--- src/design/ch3dc_pkg.sv ---
// Purpose: constants and field layouts for the channel three divider control block
// Assumes: apb with 32-bit data, one aligned word per register
// Notes:   printed offsets are register indices, byte address is four times the index
package ch3dc_pkg;

    // ------------------------------------------------------------
    // register indices and byte addresses
    // ------------------------------------------------------------
    localparam int unsigned ADDR_W            = 12;
    localparam logic [9:0]  IDX_CYCLES        = 10'h199;
    localparam logic [9:0]  IDX_MODE          = 10'h19a;
    localparam logic [9:0]  IDX_ROUTING       = 10'h19b;
    localparam logic [9:0]  IDX_STATUS        = 10'h19c;
    localparam logic [ADDR_W-1:0] ADDR_CYCLES  = {IDX_CYCLES, 2'b00};
    localparam logic [ADDR_W-1:0] ADDR_MODE    = {IDX_MODE, 2'b00};
    localparam logic [ADDR_W-1:0] ADDR_ROUTING = {IDX_ROUTING, 2'b00};
    localparam logic [ADDR_W-1:0] ADDR_STATUS  = {IDX_STATUS, 2'b00};

    // ------------------------------------------------------------
    // field layouts
    // ------------------------------------------------------------
    typedef struct packed {
        logic       bypass;
        logic       ignore_sync;
        logic       force_high;
        logic       start_high;
        logic [3:0] phase;
    } ch3dc_mode_s;

    typedef struct packed {
        logic [4:0] unused;
        logic       power_down;
        logic       direct;
        logic       dcc_disable;
    } ch3dc_routing_s;

    typedef struct packed {
        logic [3:0] low;
        logic [3:0] high;
    } ch3dc_cycles_s;

    typedef struct packed {
        logic       osc_level;
        logic       ext_level;
        logic [1:0] src_sel;
    } ch3dc_source_s;

    // ------------------------------------------------------------
    // reset values and source select codes
    // ------------------------------------------------------------
    localparam logic [7:0]  MODE_RST     = 8'h00;
    localparam logic [7:0]  ROUTING_RST  = 8'h00;
    localparam logic [7:0]  CYCLES_RST   = 8'h00;
    localparam logic [1:0]  SRC_EXT      = 2'h0;
    localparam logic [1:0]  SRC_NONE     = 2'h1;
    localparam logic [1:0]  SRC_OSC      = 2'h2;
    localparam logic [3:0]  CNT_ZERO     = 4'h0;
    localparam logic [3:0]  CNT_ONE      = 4'h1;
    localparam logic [31:0] RDATA_ZERO   = 32'h0000_0000;
    localparam logic [23:0] UPPER_ZERO   = 24'h00_0000;
    localparam logic [4:0]  UNUSED_ZERO  = 5'h00;

endpackage : ch3dc_pkg

--- src/design/ch3dc_top.sv ---
// Purpose: channel three divider, its apb registers and output routing
// Assumes: divider input clock arrives as a level sampled on clk; inputs synchronous to clk
// Notes:   apb access takes three cycles, one of them a wait state; outputs are registered levels
`timescale 1ns/1ps
`default_nettype none

module ch3dc_top
    import ch3dc_pkg::*;
(
    input  wire logic              clk,
    input  wire logic              rst_n,
    input  wire logic              psel,
    input  wire logic              penable,
    input  wire logic              pwrite,
    input  wire logic [ADDR_W-1:0] paddr,
    input  wire logic [31:0]       pwdata,
    input  wire logic [3:0]        pstrb,
    output logic      [31:0]       prdata,
    output logic                   pready,
    output logic                   pslverr,
    input  wire logic              chip_sync,
    input  wire logic              div_in_level,
    input  wire ch3dc_source_s     source,
    output logic                   group_three_output_a,
    output logic                   group_three_output_b,
    output logic                   group_three_output_c,
    output logic                   duty_cycle_correction_en,
    output logic                   divider_powered_down
);

    // ------------------------------------------------------------
    // registers and state
    // ------------------------------------------------------------
    ch3dc_mode_s    mode_q;
    ch3dc_routing_s routing_q;
    ch3dc_cycles_s  cycles_q;
    logic [31:0]    prdata_q;
    logic           pready_q;
    logic           pslverr_q;
    logic           div_q;
    logic [3:0]     cnt_q;
    logic [3:0]     phase_cnt_q;
    logic           in_prev_q;
    logic           out_q;
    logic           dcc_q;
    logic           div_pd_q;

    logic           access;
    logic           wr_take;
    logic           tick;
    logic           forced;
    logic           forced_level;
    logic           running;
    logic           sync_take;
    logic           route_osc;
    logic           route_ext;
    logic           out_d;
    logic [31:0]    rdata_d;
    logic           err_d;

    assign access    = psel && penable;
    assign wr_take   = access && pready_q && pwrite && pstrb[0];
    assign tick      = div_in_level && !in_prev_q;
    // static output only with ignore-sync held together with force
    assign forced    = mode_q.ignore_sync && mode_q.force_high && !mode_q.bypass;
    assign forced_level = mode_q.force_high ? mode_q.start_high : 1'b0;
    assign running   = !routing_q.power_down && !mode_q.bypass && !forced;
    assign sync_take = chip_sync && !mode_q.ignore_sync;
    assign route_osc = routing_q.direct && (source.src_sel == SRC_OSC);
    assign route_ext = routing_q.direct && (source.src_sel == SRC_EXT);

    // ------------------------------------------------------------
    // apb read mux
    // ------------------------------------------------------------
    always_comb begin
        rdata_d = RDATA_ZERO;
        err_d   = 1'b0;
        unique case (paddr)
            ADDR_CYCLES:  rdata_d = {UPPER_ZERO, cycles_q};
            ADDR_MODE:    rdata_d = {UPPER_ZERO, mode_q};
            ADDR_ROUTING: rdata_d = {UPPER_ZERO, UNUSED_ZERO, routing_q.power_down,
                                     routing_q.direct, routing_q.dcc_disable};
            ADDR_STATUS:  rdata_d = {UPPER_ZERO, 4'h0, (phase_cnt_q != CNT_ZERO),
                                     div_pd_q, dcc_q, div_q};
            default:      err_d   = 1'b1;
        endcase
    end

    // ------------------------------------------------------------
    // apb handshake: one wait state, answer registered
    // ------------------------------------------------------------
    always_ff @(posedge clk or negedge rst_n) begin
        if (!rst_n) begin
            pready_q  <= 1'b0;
            prdata_q  <= RDATA_ZERO;
            pslverr_q <= 1'b0;
        end else if (access && !pready_q) begin
            pready_q  <= 1'b1;
            prdata_q  <= pwrite ? RDATA_ZERO : rdata_d;
            pslverr_q <= err_d || (pwrite && paddr == ADDR_STATUS);
        end else begin
            pready_q  <= 1'b0;
            pslverr_q <= 1'b0;
        end
    end

    // ------------------------------------------------------------
    // register writes
    // ------------------------------------------------------------
    always_ff @(posedge clk or negedge rst_n) begin
        if (!rst_n) begin
            mode_q    <= ch3dc_mode_s'(MODE_RST);
            routing_q <= ch3dc_routing_s'(ROUTING_RST);
            cycles_q  <= ch3dc_cycles_s'(CYCLES_RST);
        end else if (wr_take) begin
            if (paddr == ADDR_MODE) begin
                mode_q <= ch3dc_mode_s'(pwdata[7:0]);
            end
            if (paddr == ADDR_ROUTING) begin
                routing_q <= {UNUSED_ZERO, pwdata[2:0]};
            end
            if (paddr == ADDR_CYCLES) begin
                cycles_q <= ch3dc_cycles_s'(pwdata[7:0]);
            end
        end
    end

    // ------------------------------------------------------------
    // divider input edge detect
    // ------------------------------------------------------------
    always_ff @(posedge clk or negedge rst_n) begin
        if (!rst_n) begin
            in_prev_q <= 1'b0;
        end else begin
            in_prev_q <= div_in_level;
        end
    end

    // ------------------------------------------------------------
    // divider core: phase delay, then low and high counts
    // ------------------------------------------------------------
    always_ff @(posedge clk or negedge rst_n) begin
        if (!rst_n) begin
            div_q       <= 1'b0;
            cnt_q       <= CNT_ZERO;
            phase_cnt_q <= CNT_ZERO;
        end else if (routing_q.power_down || mode_q.bypass) begin
            // divider powered down, restart cleanly when it returns
            div_q       <= mode_q.start_high;
            cnt_q       <= mode_q.start_high ? cycles_q.high : cycles_q.low;
            phase_cnt_q <= mode_q.phase;
        end else if (sync_take) begin
            div_q       <= mode_q.start_high;
            cnt_q       <= mode_q.start_high ? cycles_q.high : cycles_q.low;
            phase_cnt_q <= mode_q.phase;
        end else if (running && tick) begin
            if (phase_cnt_q != CNT_ZERO) begin
                phase_cnt_q <= phase_cnt_q - CNT_ONE;
            end else if (cnt_q == CNT_ZERO) begin
                div_q <= !div_q;
                cnt_q <= div_q ? cycles_q.low : cycles_q.high;
            end else begin
                cnt_q <= cnt_q - CNT_ONE;
            end
        end
    end

    // ------------------------------------------------------------
    // output routing
    // ------------------------------------------------------------
    always_comb begin
        if (routing_q.power_down) begin
            out_d = 1'b0;
        end else if (route_osc) begin
            out_d = source.osc_level;
        end else if (route_ext) begin
            out_d = source.ext_level;
        end else if (mode_q.bypass) begin
            out_d = div_in_level;
        end else if (forced) begin
            out_d = forced_level;
        end else begin
            out_d = div_q;
        end
    end

    always_ff @(posedge clk or negedge rst_n) begin
        if (!rst_n) begin
            out_q    <= 1'b0;
            dcc_q    <= 1'b0;
            div_pd_q <= 1'b0;
        end else begin
            out_q    <= out_d;
            dcc_q    <= !routing_q.dcc_disable && !mode_q.bypass
                        && !routing_q.power_down;
            div_pd_q <= mode_q.bypass || routing_q.power_down;
        end
    end

    assign prdata                   = prdata_q;
    assign pready                   = pready_q;
    assign pslverr                  = pslverr_q;
    assign group_three_output_a     = out_q;
    assign group_three_output_b     = out_q;
    assign group_three_output_c     = out_q;
    assign duty_cycle_correction_en = dcc_q;
    assign divider_powered_down     = div_pd_q;
endmodule : ch3dc_top

`default_nettype wire

--- config.mk ---
export PLATFORM = sky130hd
export DESIGN_NAME = ch3dc_top
export DESIGN_NICKNAME = d
export VERILOG_FILES = /design/src/design/ch3dc_pkg.sv /design/src/design/ch3dc_top.sv
export SDC_FILE = /design/constraint.sdc
export NUM_CORES = 1
export LEC_CHECK = 0
export BUFFER_PORTS_ARGS = -buffer_cell sky130_fd_sc_hd__buf_2
export CAP_MARGIN = 20
export CORE_AREA = 2 2 86 63
export CTS_CLUSTER_DIAMETER = 40
export DETAILED_ROUTE_END_ITERATION = 8
export DIE_AREA = 0 0 88 65
export GPL_TIMING_DRIVEN = 0
export PLACE_DENSITY = 0.95
export SYNTH_ARGS = -nofsm -noshare
export SYNTH_HDL_FRONTEND = slang
export SYNTH_SLANG_ARGS = --single-unit
--- constraint.sdc ---
create_clock -name clk -period 4.4 [get_ports clk]
set_input_delay 0.88 -clock clk [delete_from_list [all_inputs] [get_ports clk]]
set_output_delay 0.88 -clock clk [all_outputs]
set_load 0.1 [all_outputs]
==> run metrics, run 1 <==
crit end category=output port; Max Slew Vio Count=0; GPL Wtd Cong=0.848; worst hold path stage count=1; Post-CTS Setup Bufs=0; area delta synth->final=19.0%; worst setup margin=approximately 2.3 ns; DRC=0; TritonCTS Buffers=5; die area=roughly 0.0057 sq mm; initial drt markers=between 150 and 200; Final Cycle Share=0.466; clock-pin slew on the worst setup and hold paths=around 0.070 ns; detailed-route wire length per cell=around 15 um; CP startpoint kind=register; worst hold path type=reg -> reg; largest net degree at the start of global routing=43; Post-synth EDFFs=0; synthesized instance count=around 230; CP arrival=roughly 1.2 ns; worst rel slew slack=0.375; R2R Path End=cnt_q[0]; Die H=65 um; Critical Path RT=around 3.5 ns; CORE AREA=0.00498 sq mm; commonest cells after routing, fill and taps aside=buf_2 (47), dfrtp_1 (42), buf_4 (27), conb_1 (24), mux2_4 (16); Detailed Place HPWL=approximately 4300 um; Nets=between 300 and 400; slowest stage delay, CP=0.41 ns; hold_buf cts=0; Fill cells=around 400; Main synth FF type=dfrtp_1; cell area after synthesis=roughly 0.0025 sq mm; Worst Reg2Reg Path Length in Cells=6; Post-CTS Resized=0; Hold Vio Cnt, Final=0; critical path class=reg -> out; Power Density=~290 mW/mm^2; clock root buffer=clkbuf_8; Slowest-stage cell, CP=buf_2; CTS tree=yes; final setup TNS=0 ns; async set-reset flop share out of synthesis=1.00; share of post-route cells with drive strength above 1=0.380; final wirelength=~5500 um; status=finished, final reports clean; Peak Freq=~490 MHz; via count=approximately 1,900; # clock sinks=42; dpl ws=between 2 and 2.5 ns; YS warnings=0; GR Util All Layers=0.207; Yosys cell types=approximately 50; Tmin final=just over 2 ns; crit-path cells=buf_4 > buf_2; clk buf depth=2; DR vias/cell=5.22; hold endpoint=duty_cycle_correction_en; number of global-route vias before repair=between 1,500 and 2,000; most common cell after layout, fill and taps aside=buf_2; RSZ-0062 raised after global routing=no; Setup-failing EPs final=0; Ports=between 90 and 100; hold path start=routing_q[0]; synth top area cells=dfrtp_1 (42%), mux2_4 (9.6%), buf_4 (8.1%), mux2_2 (3.6%), a22o_1 (2.8%); R2R Setup Slk=about 2.6 ns; worst reg2reg path startpoint=phase_cnt_q[0]; Worst-Margin Slew=0.937 ns; Std-Cell Rows=22; CP Max Fanout=3; skew final=about 0.0028 ns; Final ANT Viol Nets=0; Port Buffers=44; Synth area leader=dfrtp_1; Synth Register Bits=42; die width=between 80 and 90 um; worst IR drop on VDD=212 uV; initial core utilization=0.503; sequential share of the synthesized area=0.419; Pre-antenna DRT Iters=4; syn avg cell area=roughly 11 sq um; leakage=between 1.5 and 2 nW; H-tree depth=2; first-pass GRT wire length=roughly 9000 um; diode count=0; worst skew pair latency=approximately 0.29 ns; top cell type's share of synthesized area=0.419; antenna violations before repair=0; GR Overflow Total=0; maxcap violations=0
[flip-flops by register name, indices dropped and copies added, names as in the netlist]
name,cells
pready,1
duty_cycle_correction_en,1
routing_q,3
divider_powered_down,1
cycles_q,8
cnt_q,4
div_q,1
mode_q,8
pslverr,1
prdata,8
in_prev_q,1
phase_cnt_q,4
group_three_output_a,1
[power breakdown]
part / internal (mW) / switching (mW)
sequential: 0.394 / 0.00720
combinational: 0.0564 / 0.165
clock: 0.106 / 0.127
total: 0.557 / 0.300
[final cells by class]
class | count | area (sq um) | share of cell area
Tap cell | 72 | 90.1 | 0.0302
Buffer | 34 | 248 | 0.0831
Inverter | 8 | 30.0 | 0.0101
Clock inverter | 2 | 10.0 | 0.00336
Timing Repair Buffer | 44 | 220 | 0.0739
Sequential cell | 42 | 1050 | 0.352
Multi-Input combinational cell | 165 | 1260 | 0.424
Clock buffer | 5 | 68.8 | 0.0231
[how the worst max path moves through the flow]
stage,end,slack [ns],startpoint,cells after the start
after floorplan,group_three_output_b,2.18,group_three_output_a,1
after global placement,routing_q[1],2.15,paddr[8],5
after detailed placement,routing_q[1],2.13,paddr[8],5
after CTS,group_three_output_b,2.34,group_three_output_a,2
after global routing,group_three_output_c,2.30,group_three_output_a,2
final,group_three_output_b,2.35,group_three_output_a,2
[cell families (layout without fill, tap and decap cells)]
group / after synthesis / count (layout) / share of synthesized area
multiplexers: 33 / 33 / 0.169
AND/OR/NAND/NOR: 59 / 59 / 0.151
adder cells (fa/ha/maj): 2 / 2 / 0.00998
flip-flops: 42 / 42 / 0.419
other: 1 / 24 / 0.00150
AO/OA/AOI/OAI: 45 / 45 / 0.131
XOR/XNOR: 2 / 2 / 0.00699
buffers and inverters: 42 / 93 / 0.111
[metrics by stage]
step	hold slack, ns	power [mW]	std cells	cell area (sq um)	util
finish	0.472	0.857	372	2980	0.598
CTS	0.473	0.858	372	2980	0.598
global placement	0.436	0.624	365	2900	0.583
global route	0.490	0.893	372	2980	0.598
detailed placement	0.463	0.629	365	2900	0.583
floorplan	0.411	0.589	249	2590	-
[critical path, delay by kind of cell (launching register included)]
family	cells	cell delay (ns)
flops	1	0.36
buf+inv	2	0.52
[Yosys cell counts, types with 2 or more instances]
master     count
nand2_1        9
nand3_1        4
a21oi_1        6
mux2i_1        7
a22o_1         8
a22oi_1        5
a31oi_1        3
or2_2          2
nand4bb_1      2
and2b_1        3
o21ai_1        4
nand3b_1       2
mux2_4        16
buf_2          3
o21ai_0        3
clkbuf_1       2
dfrtp_1       42
nor2b_1       11
a211o_1        2
a311oi_1       2
nand4b_1       2
nor2_1         8
mux2_2         8
inv_1          8
nor3b_1        3
buf_4         27
a211oi_1       4
nand4_1        2
a2bb2oi_1      4
mux2_1         2
buf_6          2
ha_1           2
or3_1          2
[routing by layer]
metal,global-route usage,vias up,share of wire
li1,-,917,-
met1,0.298,946,0.47
met2,0.302,70,0.44
met3,0.0548,9,0.074
met4,0.0654,0,0.012
met5,0,-,0
Note: power is estimated with default switching activity, not from simulation.
==> inputs of run 2 (changes only) <==
ABC_AREA = 1   (was unset)
CORE_AREA = 2 2 97 71   (was 2 2 86 63)
DIE_AREA = 0 0 99 73   (was 0 0 88 65)
PLACE_DENSITY = 0.85   (was 0.95)
clock period = 1.7 ns   (was 4.4 ns; I/O delays follow)
==> run 2 against run 1 <==
Against the previous run:
- global-route usage fell by 2.5 points
- final area is 9.9% higher
- synthesized cell count up 57%
- power increased to 3.6 times the previous value
- non-clock buffer count fell by 2
- critical path type unchanged
==> run metrics, run 2 <==
GR Util All Layers=0.181; commonest cells after routing, fill and taps aside=nand2_1 (99), buf_2 (46), inv_1 (42), dfrtp_1 (41), buf_4 (26); final wirelength=a little over 6000 um; RSZ-0062 raised after global routing=no; final setup TNS=0 ns; area delta synth->final=19.7%; hold_buf cts=0; GPL Wtd Cong=0.890; CORE AREA=about 0.0064 sq mm; Nets=~500; clk buf depth=2; post-synthesis mux area share=0; DP Area=around 0.0032 sq mm; via count=2,428; detailed-route wire length per cell=approximately 12 um; top cell type's share of synthesized area=0.384; async set-reset flop share out of synthesis=1.00; Setup-failing EPs final=0; Post-synth EDFFs=0; maxcap violations=0; fraction of the mapped netlist area in adder cells=0.00914; largest family of logic cells by synthesized area=simple AND/OR/NAND/NOR gates; first-pass GRT wire length=10,500 um; worst hold path type=in -> async; share of post-route cells with drive strength above 1=0.315; Pre-antenna DRT Iters=5; Buf+Inv Stages, Crit Path=2; CTS tree=yes; diode count=0; switching portion of total power=0.419; Slowest-stage cell, CP=buf_2; Main synth FF type=dfrtp_1; Crit path max-delay family=buffers and inverters; dpl ws=between 0.15 and 0.2 ns; antenna violations before repair=0; worst IR drop on VDD=414 uV; NetSw=~1.3 mW; DRC=0; Tmin final=about 1.5 ns; commonest cells in the netlist=nand2_1 (99), dfrtp_1 (42), inv_1 (42), buf_4 (26), nand3_1 (25); Yosys cell types=32; cell area after synthesis=0.00274 sq mm; worst hold slack=between 0.15 and 0.2 ns; clock root buffer=clkbuf_8; number of global-route vias before repair=between 2,000 and 2,500; Final Cycle Share=0.904; synth top area cells=dfrtp_1 (38%), nand2_1 (14%), buf_4 (7.1%), inv_1 (5.8%), o21ai_2 (5.1%); Power Density=just over 900 mW/mm^2; synthesized instance count=about 360; Hold Vio Cnt, Final=0; crit end category=output port; Synth Register Bits=between 40 and 50; leakage=~1.8 nW; Critical Path RT=between 1 and 1.5 ns; Detailed Place HPWL=around 4800 um; die width=99 um; Port Buffers=46; Post-CTS Setup Bufs=0; worst skew pair latency=0.31 ns; top-count cell post-synth=nand2_1; CP Max Fanout=3; worst rel slew slack=0.394; compound-cell area share of the yosys netlist=0.130; DR vias/cell=4.73; sequential share of the synthesized area=0.384; Seq pwr share=0.371; Final Instance Area=0.00328 sq mm; combinational power share=0.363; H-tree depth=2; Post-CTS Resized=0; crit-path cells=buf_4 > buf_2; syn avg cell area=around 7.7 sq um; Clock Power Share=0.266; Post-Synth Simple-Gate Area=0.311; Die H=~73 um; Max Slew Vio Count=0; Int Pwr=around 1.8 mW; Ports=slightly below 100; initial core utilization=0.427; # clock sinks=42; CP startpoint kind=register; slowest stage delay, CP=~0.4 ns; initial drt markers=182; Worst-Margin Slew=a little over 0.9 ns; GR Overflow Total=0; TritonCTS Buffers=5; Peak Freq=roughly 650 MHz; status=finished, final reports clean; critical path class=reg -> out; Synth area leader=dfrtp_1; Std-Cell Rows=25; CP arrival=1.20 ns; post-synthesis xor/xnor area fraction=0.00640; Final ANT Viol Nets=0; worst setup margin=between 0.15 and 0.2 ns; Cells after DPL=between 500 and 600; most common cell after layout, fill and taps aside=nand2_1; YS warnings=0; skew final=just over 0.009 ns; die area=~0.0072 sq mm; Finished Layout Cells=between 500 and 600; largest net degree at the start of global routing=43; clock-pin slew on the worst setup and hold paths=around 0.09 ns
run 2: cell count changes after synthesis, sizes merged, moves of 11 or more:
cell and change:
inv +41, mux2 -26, nand2 +103, nand3 +22
nor2 +21, nor2b -11, o21ai +33
run 2: per-layer routing:
| metal | vias up | wire (um) | track usage | share of wire |
|---|---|---|---|---|
| met1 | 1100 | 2720 | 0.234 | 0.44 |
| met5 | - | 0 | 0 | 0 |
| li1 | 1230 | - | - | - |
| met4 | 0 | 62 | 0.0518 | 0.010 |
| met2 | 86 | 2970 | 0.309 | 0.48 |
| met3 | 12 | 415 | 0.0412 | 0.067 |
run 2: layout make-up:
type,instances,area [sq um]
fill,611,3140
multi-input combinational,256,1350
sequential,42,1050
buffer,30,240
timing repair buffer,46,230
inverter,50,190
tap,81,101
clock buffer,5,68.8
clock inverter,3,43.8
run 2: path summary, 6_finish.rpt:
| check | start | end | slack [ns] | depth (start not counted) |
|---|---|---|---|---|
| max | group_three_output_a | group_three_output_b | 0.16 | 2 |
| min | rst_n | prdata[4] | 0.15 | 1 |
| max reg2reg | cnt_q[0] | cnt_q[3] | 0.22 | 9 |
| min reg2reg | routing_q[0] | duty_cycle_correction_en | 0.46 | 1 |
| max in group asynchronous | rst_n | pready | 0.93 | 1 |
| min in group clk | div_in_level | in_prev_q | 0.19 | 1 |
run 2: stage by stage:
step,power (mW),utilization
final,3.06,0.511
after global routing,3.21,0.511
after CTS,3.05,0.510
after detailed placement,2.23,0.492
after global placement,2.21,0.492
after floorplan,2.05,-
run 2: worst register-to-register path, cell delays in order, from the launching register on:
cell and delay (ns):
dfrtp_1 0.41, inv_1 0.07, ha_1 0.21, nand2_1 0.20
nand2_1 0.09, nand2_1 0.07, o21ai_0 0.09, nand3_1 0.09
nand2_1 0.04, o21ai_0 0.14
run 2: logic make-up (layout without fill, tap and decap cells):
kind of cell    after synthesis  after routing
simple gates                174            174
buf+inv                      80            134
compound gates               54             54
flops                        42             42
fa+ha+maj                     2              2
xor+xnor                      2              2
other cells                   1             24
run 2: power by group through the flow:
stage / Clock [mW] / Combinational [mW] / Sequential (mW)
after floorplan: 0 / 0.812 / 1.23
after global placement: 0 / 1.06 / 1.15
after detailed placement: 0 / 1.09 / 1.15
after CTS: 0.828 / 1.09 / 1.13
after global routing: 0.868 / 1.19 / 1.15
final: 0.814 / 1.11 / 1.14
==> inputs of run 3 (changes only) <==
CELL_PAD_IN_SITES_DETAIL_PLACEMENT = 0   (was unset)
CELL_PAD_IN_SITES_GLOBAL_PLACEMENT = 2   (was unset)
CORE_AREA = 2 2 129 93   (was 2 2 97 71)
DIE_AREA = 0 0 131 95   (was 0 0 99 73)
PLACE_DENSITY = 0.87   (was 0.85)
==> run 3 against run 2 <==
Against the previous run:
- non-clock buffer count is the same
- clock skew shrank 0.0036 ns
- worst hold slack gained 0.044 ns
- routed wire length increased by 6.3%
- register-to-register slack got worse by 0.02 ns
- sequential power barely moved
- die area rose by 72%
- critical path type unchanged
- highest routed layer unchanged
==> run metrics, run 3 (synthesis gave the netlist of run 2 again) <==
status=finished, final reports clean; clk buf depth=2; final setup TNS=0 ns; DR vias/cell=roughly 3.9; TritonCTS Buffers=5; R2R Path End=cnt_q[2]; share of post-route cells with drive strength above 1=0.315; Final Instance Area=0.00342 sq mm; multi-input logic area=about 0.0013 sq mm; Int Pwr=2.00 mW; total area of sequential cells=roughly 0.0011 sq mm; WP depth=2; GR Overflow Total=0; worst hold path type=in -> async; antenna violations before repair=0; Overall Power=~3.3 mW; Ports=between 90 and 100; largest net degree at the start of global routing=43; worst setup path endpoint=group_three_output_c; # clock sinks=between 40 and 50; crit-path cells=buf_4 > buf_2; hold_buf cts=0; H-tree depth=2; GR Util All Layers=0.114; number of global-route vias before repair=about 2,100; clock-pin slew on the worst setup and hold paths=0.06 ns; combinational power share=0.331; Peak Freq=between 600 and 700 MHz; Nets=about 490; Worst Setup SP=group_three_output_a; CORE AREA=around 0.011 sq mm; Max Slew Vio Count=0; switching portion of total power=0.391; Post-CTS Resized=0; DP Area=0.00325 sq mm; initial drt markers=97; Crit path max-delay family=buffers and inverters; die area=approximately 0.012 sq mm; Buf+Inv Stages, Crit Path=2; worst IR drop on VDD=between 600 and 700 uV; Pre-antenna DRT Iters=4; Setup-failing EPs final=0; R2R Setup Slk=~0.2 ns; Die H=95 um; crit end category=output port; worst reg2reg path startpoint=routing_q[2]; CTS tree=yes; Power Density=959 mW/mm^2; Final ANT Viol Nets=0; area delta synth->final=25.0%; Final Cycle Share=0.892; Post-CTS Setup Bufs=0; Clock Power Share=0.323; Seq pwr share=0.346; detailed-route wire length per cell=approximately 11 um; CP Max Fanout=3; NetSw=about 1.3 mW; Tmin final=~1.5 ns; commonest cells after routing, fill and taps aside=nand2_1 (99), buf_2 (46), inv_1 (42), dfrtp_1 (41), buf_4 (26); DRC=0; Std-Cell Rows=33; critical path class=reg -> out; most common cell after layout, fill and taps aside=nand2_1; CP arrival=approximately 1.2 ns; Worst Reg2Reg Path Length in Cells=7; worst rel slew slack=0.363; die width=around 130 um; initial core utilization=0.241; worst skew pair latency=between 0.2 and 0.3 ns; Detailed Place HPWL=5290 um; Critical Path RT=between 1 and 1.5 ns; Fill cells=between 1,000 and 1,500; GPL Wtd Cong=roughly 0.77; Worst-Margin Slew=roughly 0.96 ns; CP startpoint kind=register; Port Buffers=46; Hold Vio Cnt, Final=0; skew final=0.00561 ns; clock root buffer=clkbuf_16; maxcap violations=0; diode count=0; leakage=roughly 1.8 nW; Slowest-stage cell, CP=buf_2; via count=~2,300; final wirelength=roughly 6600 um; slowest stage delay, CP=between 0.4 and 0.5 ns; first-pass GRT wire length=10,800 um; RSZ-0062 raised after global routing=no
==> run 3: cell count changes in the layout (fill, tap and decap cells not counted) <==
cell,delta
clkbuf_16,+5
clkbuf_8,-2
bufinv_16,-1
clkinv_2,-1
inv_6,-1
nor2_2,+1
nor2_4,-1
==> run 3: worst min-delay path by stage <==
stage | slack [ns] | startpoint | depth (start not counted) | to
3_5_place_dp | 0.46 | pready | 1 | pready
6_report | 0.20 | rst_n | 1 | pslverr
3_3_place_gp | 0.46 | pready | 1 | pready
2_1_floorplan | 0.04 | rst_n | 0 | cnt_q[0]
4_1_cts | 0.22 | div_in_level | 1 | in_prev_q
5_1_grt | 0.22 | div_in_level | 1 | in_prev_q
==> run 3: worst register-to-register path: stages, from the launching register on <==
cell	delay (ns)
dfrtp_1	0.48
nor2_4	0.23
nand2_2	0.13
inv_2	0.12
buf_6	0.16
nand3_1	0.08
o21ai_0	0.10
o21ai_1	0.08
==> run 3: power groups by stage <==
stage          Clock [mW]  Combinational, mW  Sequential (mW)
2_1_floorplan           0              0.812             1.23
3_3_place_gp            0               1.07             1.15
3_5_place_dp            0               1.08             1.15
4_1_cts              1.08               1.09             1.13
5_1_grt              1.12               1.19             1.15
6_report             1.06               1.08             1.14
==> run 3: cell type report <==
type	instances	area share
Buffer	30	0.0703
Timing Repair Buffer	46	0.0673
Multi-Input combinational cell	256	0.393
Clock buffer	8	0.0487
Sequential cell	42	0.308
Tap cell	157	0.0574
Inverter	50	0.0556
==> run 3: routing by layer <==
metal,GRT usage,share of wire
met5,0,0
met4,0.0266,0.0070
met3,0.0306,0.058
met2,0.152,0.36
met1,0.178,0.57
==> run 3: per-stage QoR <==
| step | util | setup WS [ns] | hold slack (ns) | cells |
|---|---|---|---|---|
| 2_1_floorplan | - | 0.0194 | 0.0444 | 378 |
| 4_1_cts | 0.301 | 0.143 | 0.222 | 589 |
| 6_report | 0.301 | 0.184 | 0.197 | 589 |
| 3_3_place_gp | 0.286 | 0.167 | 0.461 | 581 |
| 3_5_place_dp | 0.286 | 0.157 | 0.464 | 581 |
| 5_1_grt | 0.301 | 0.0435 | 0.224 | 589 |
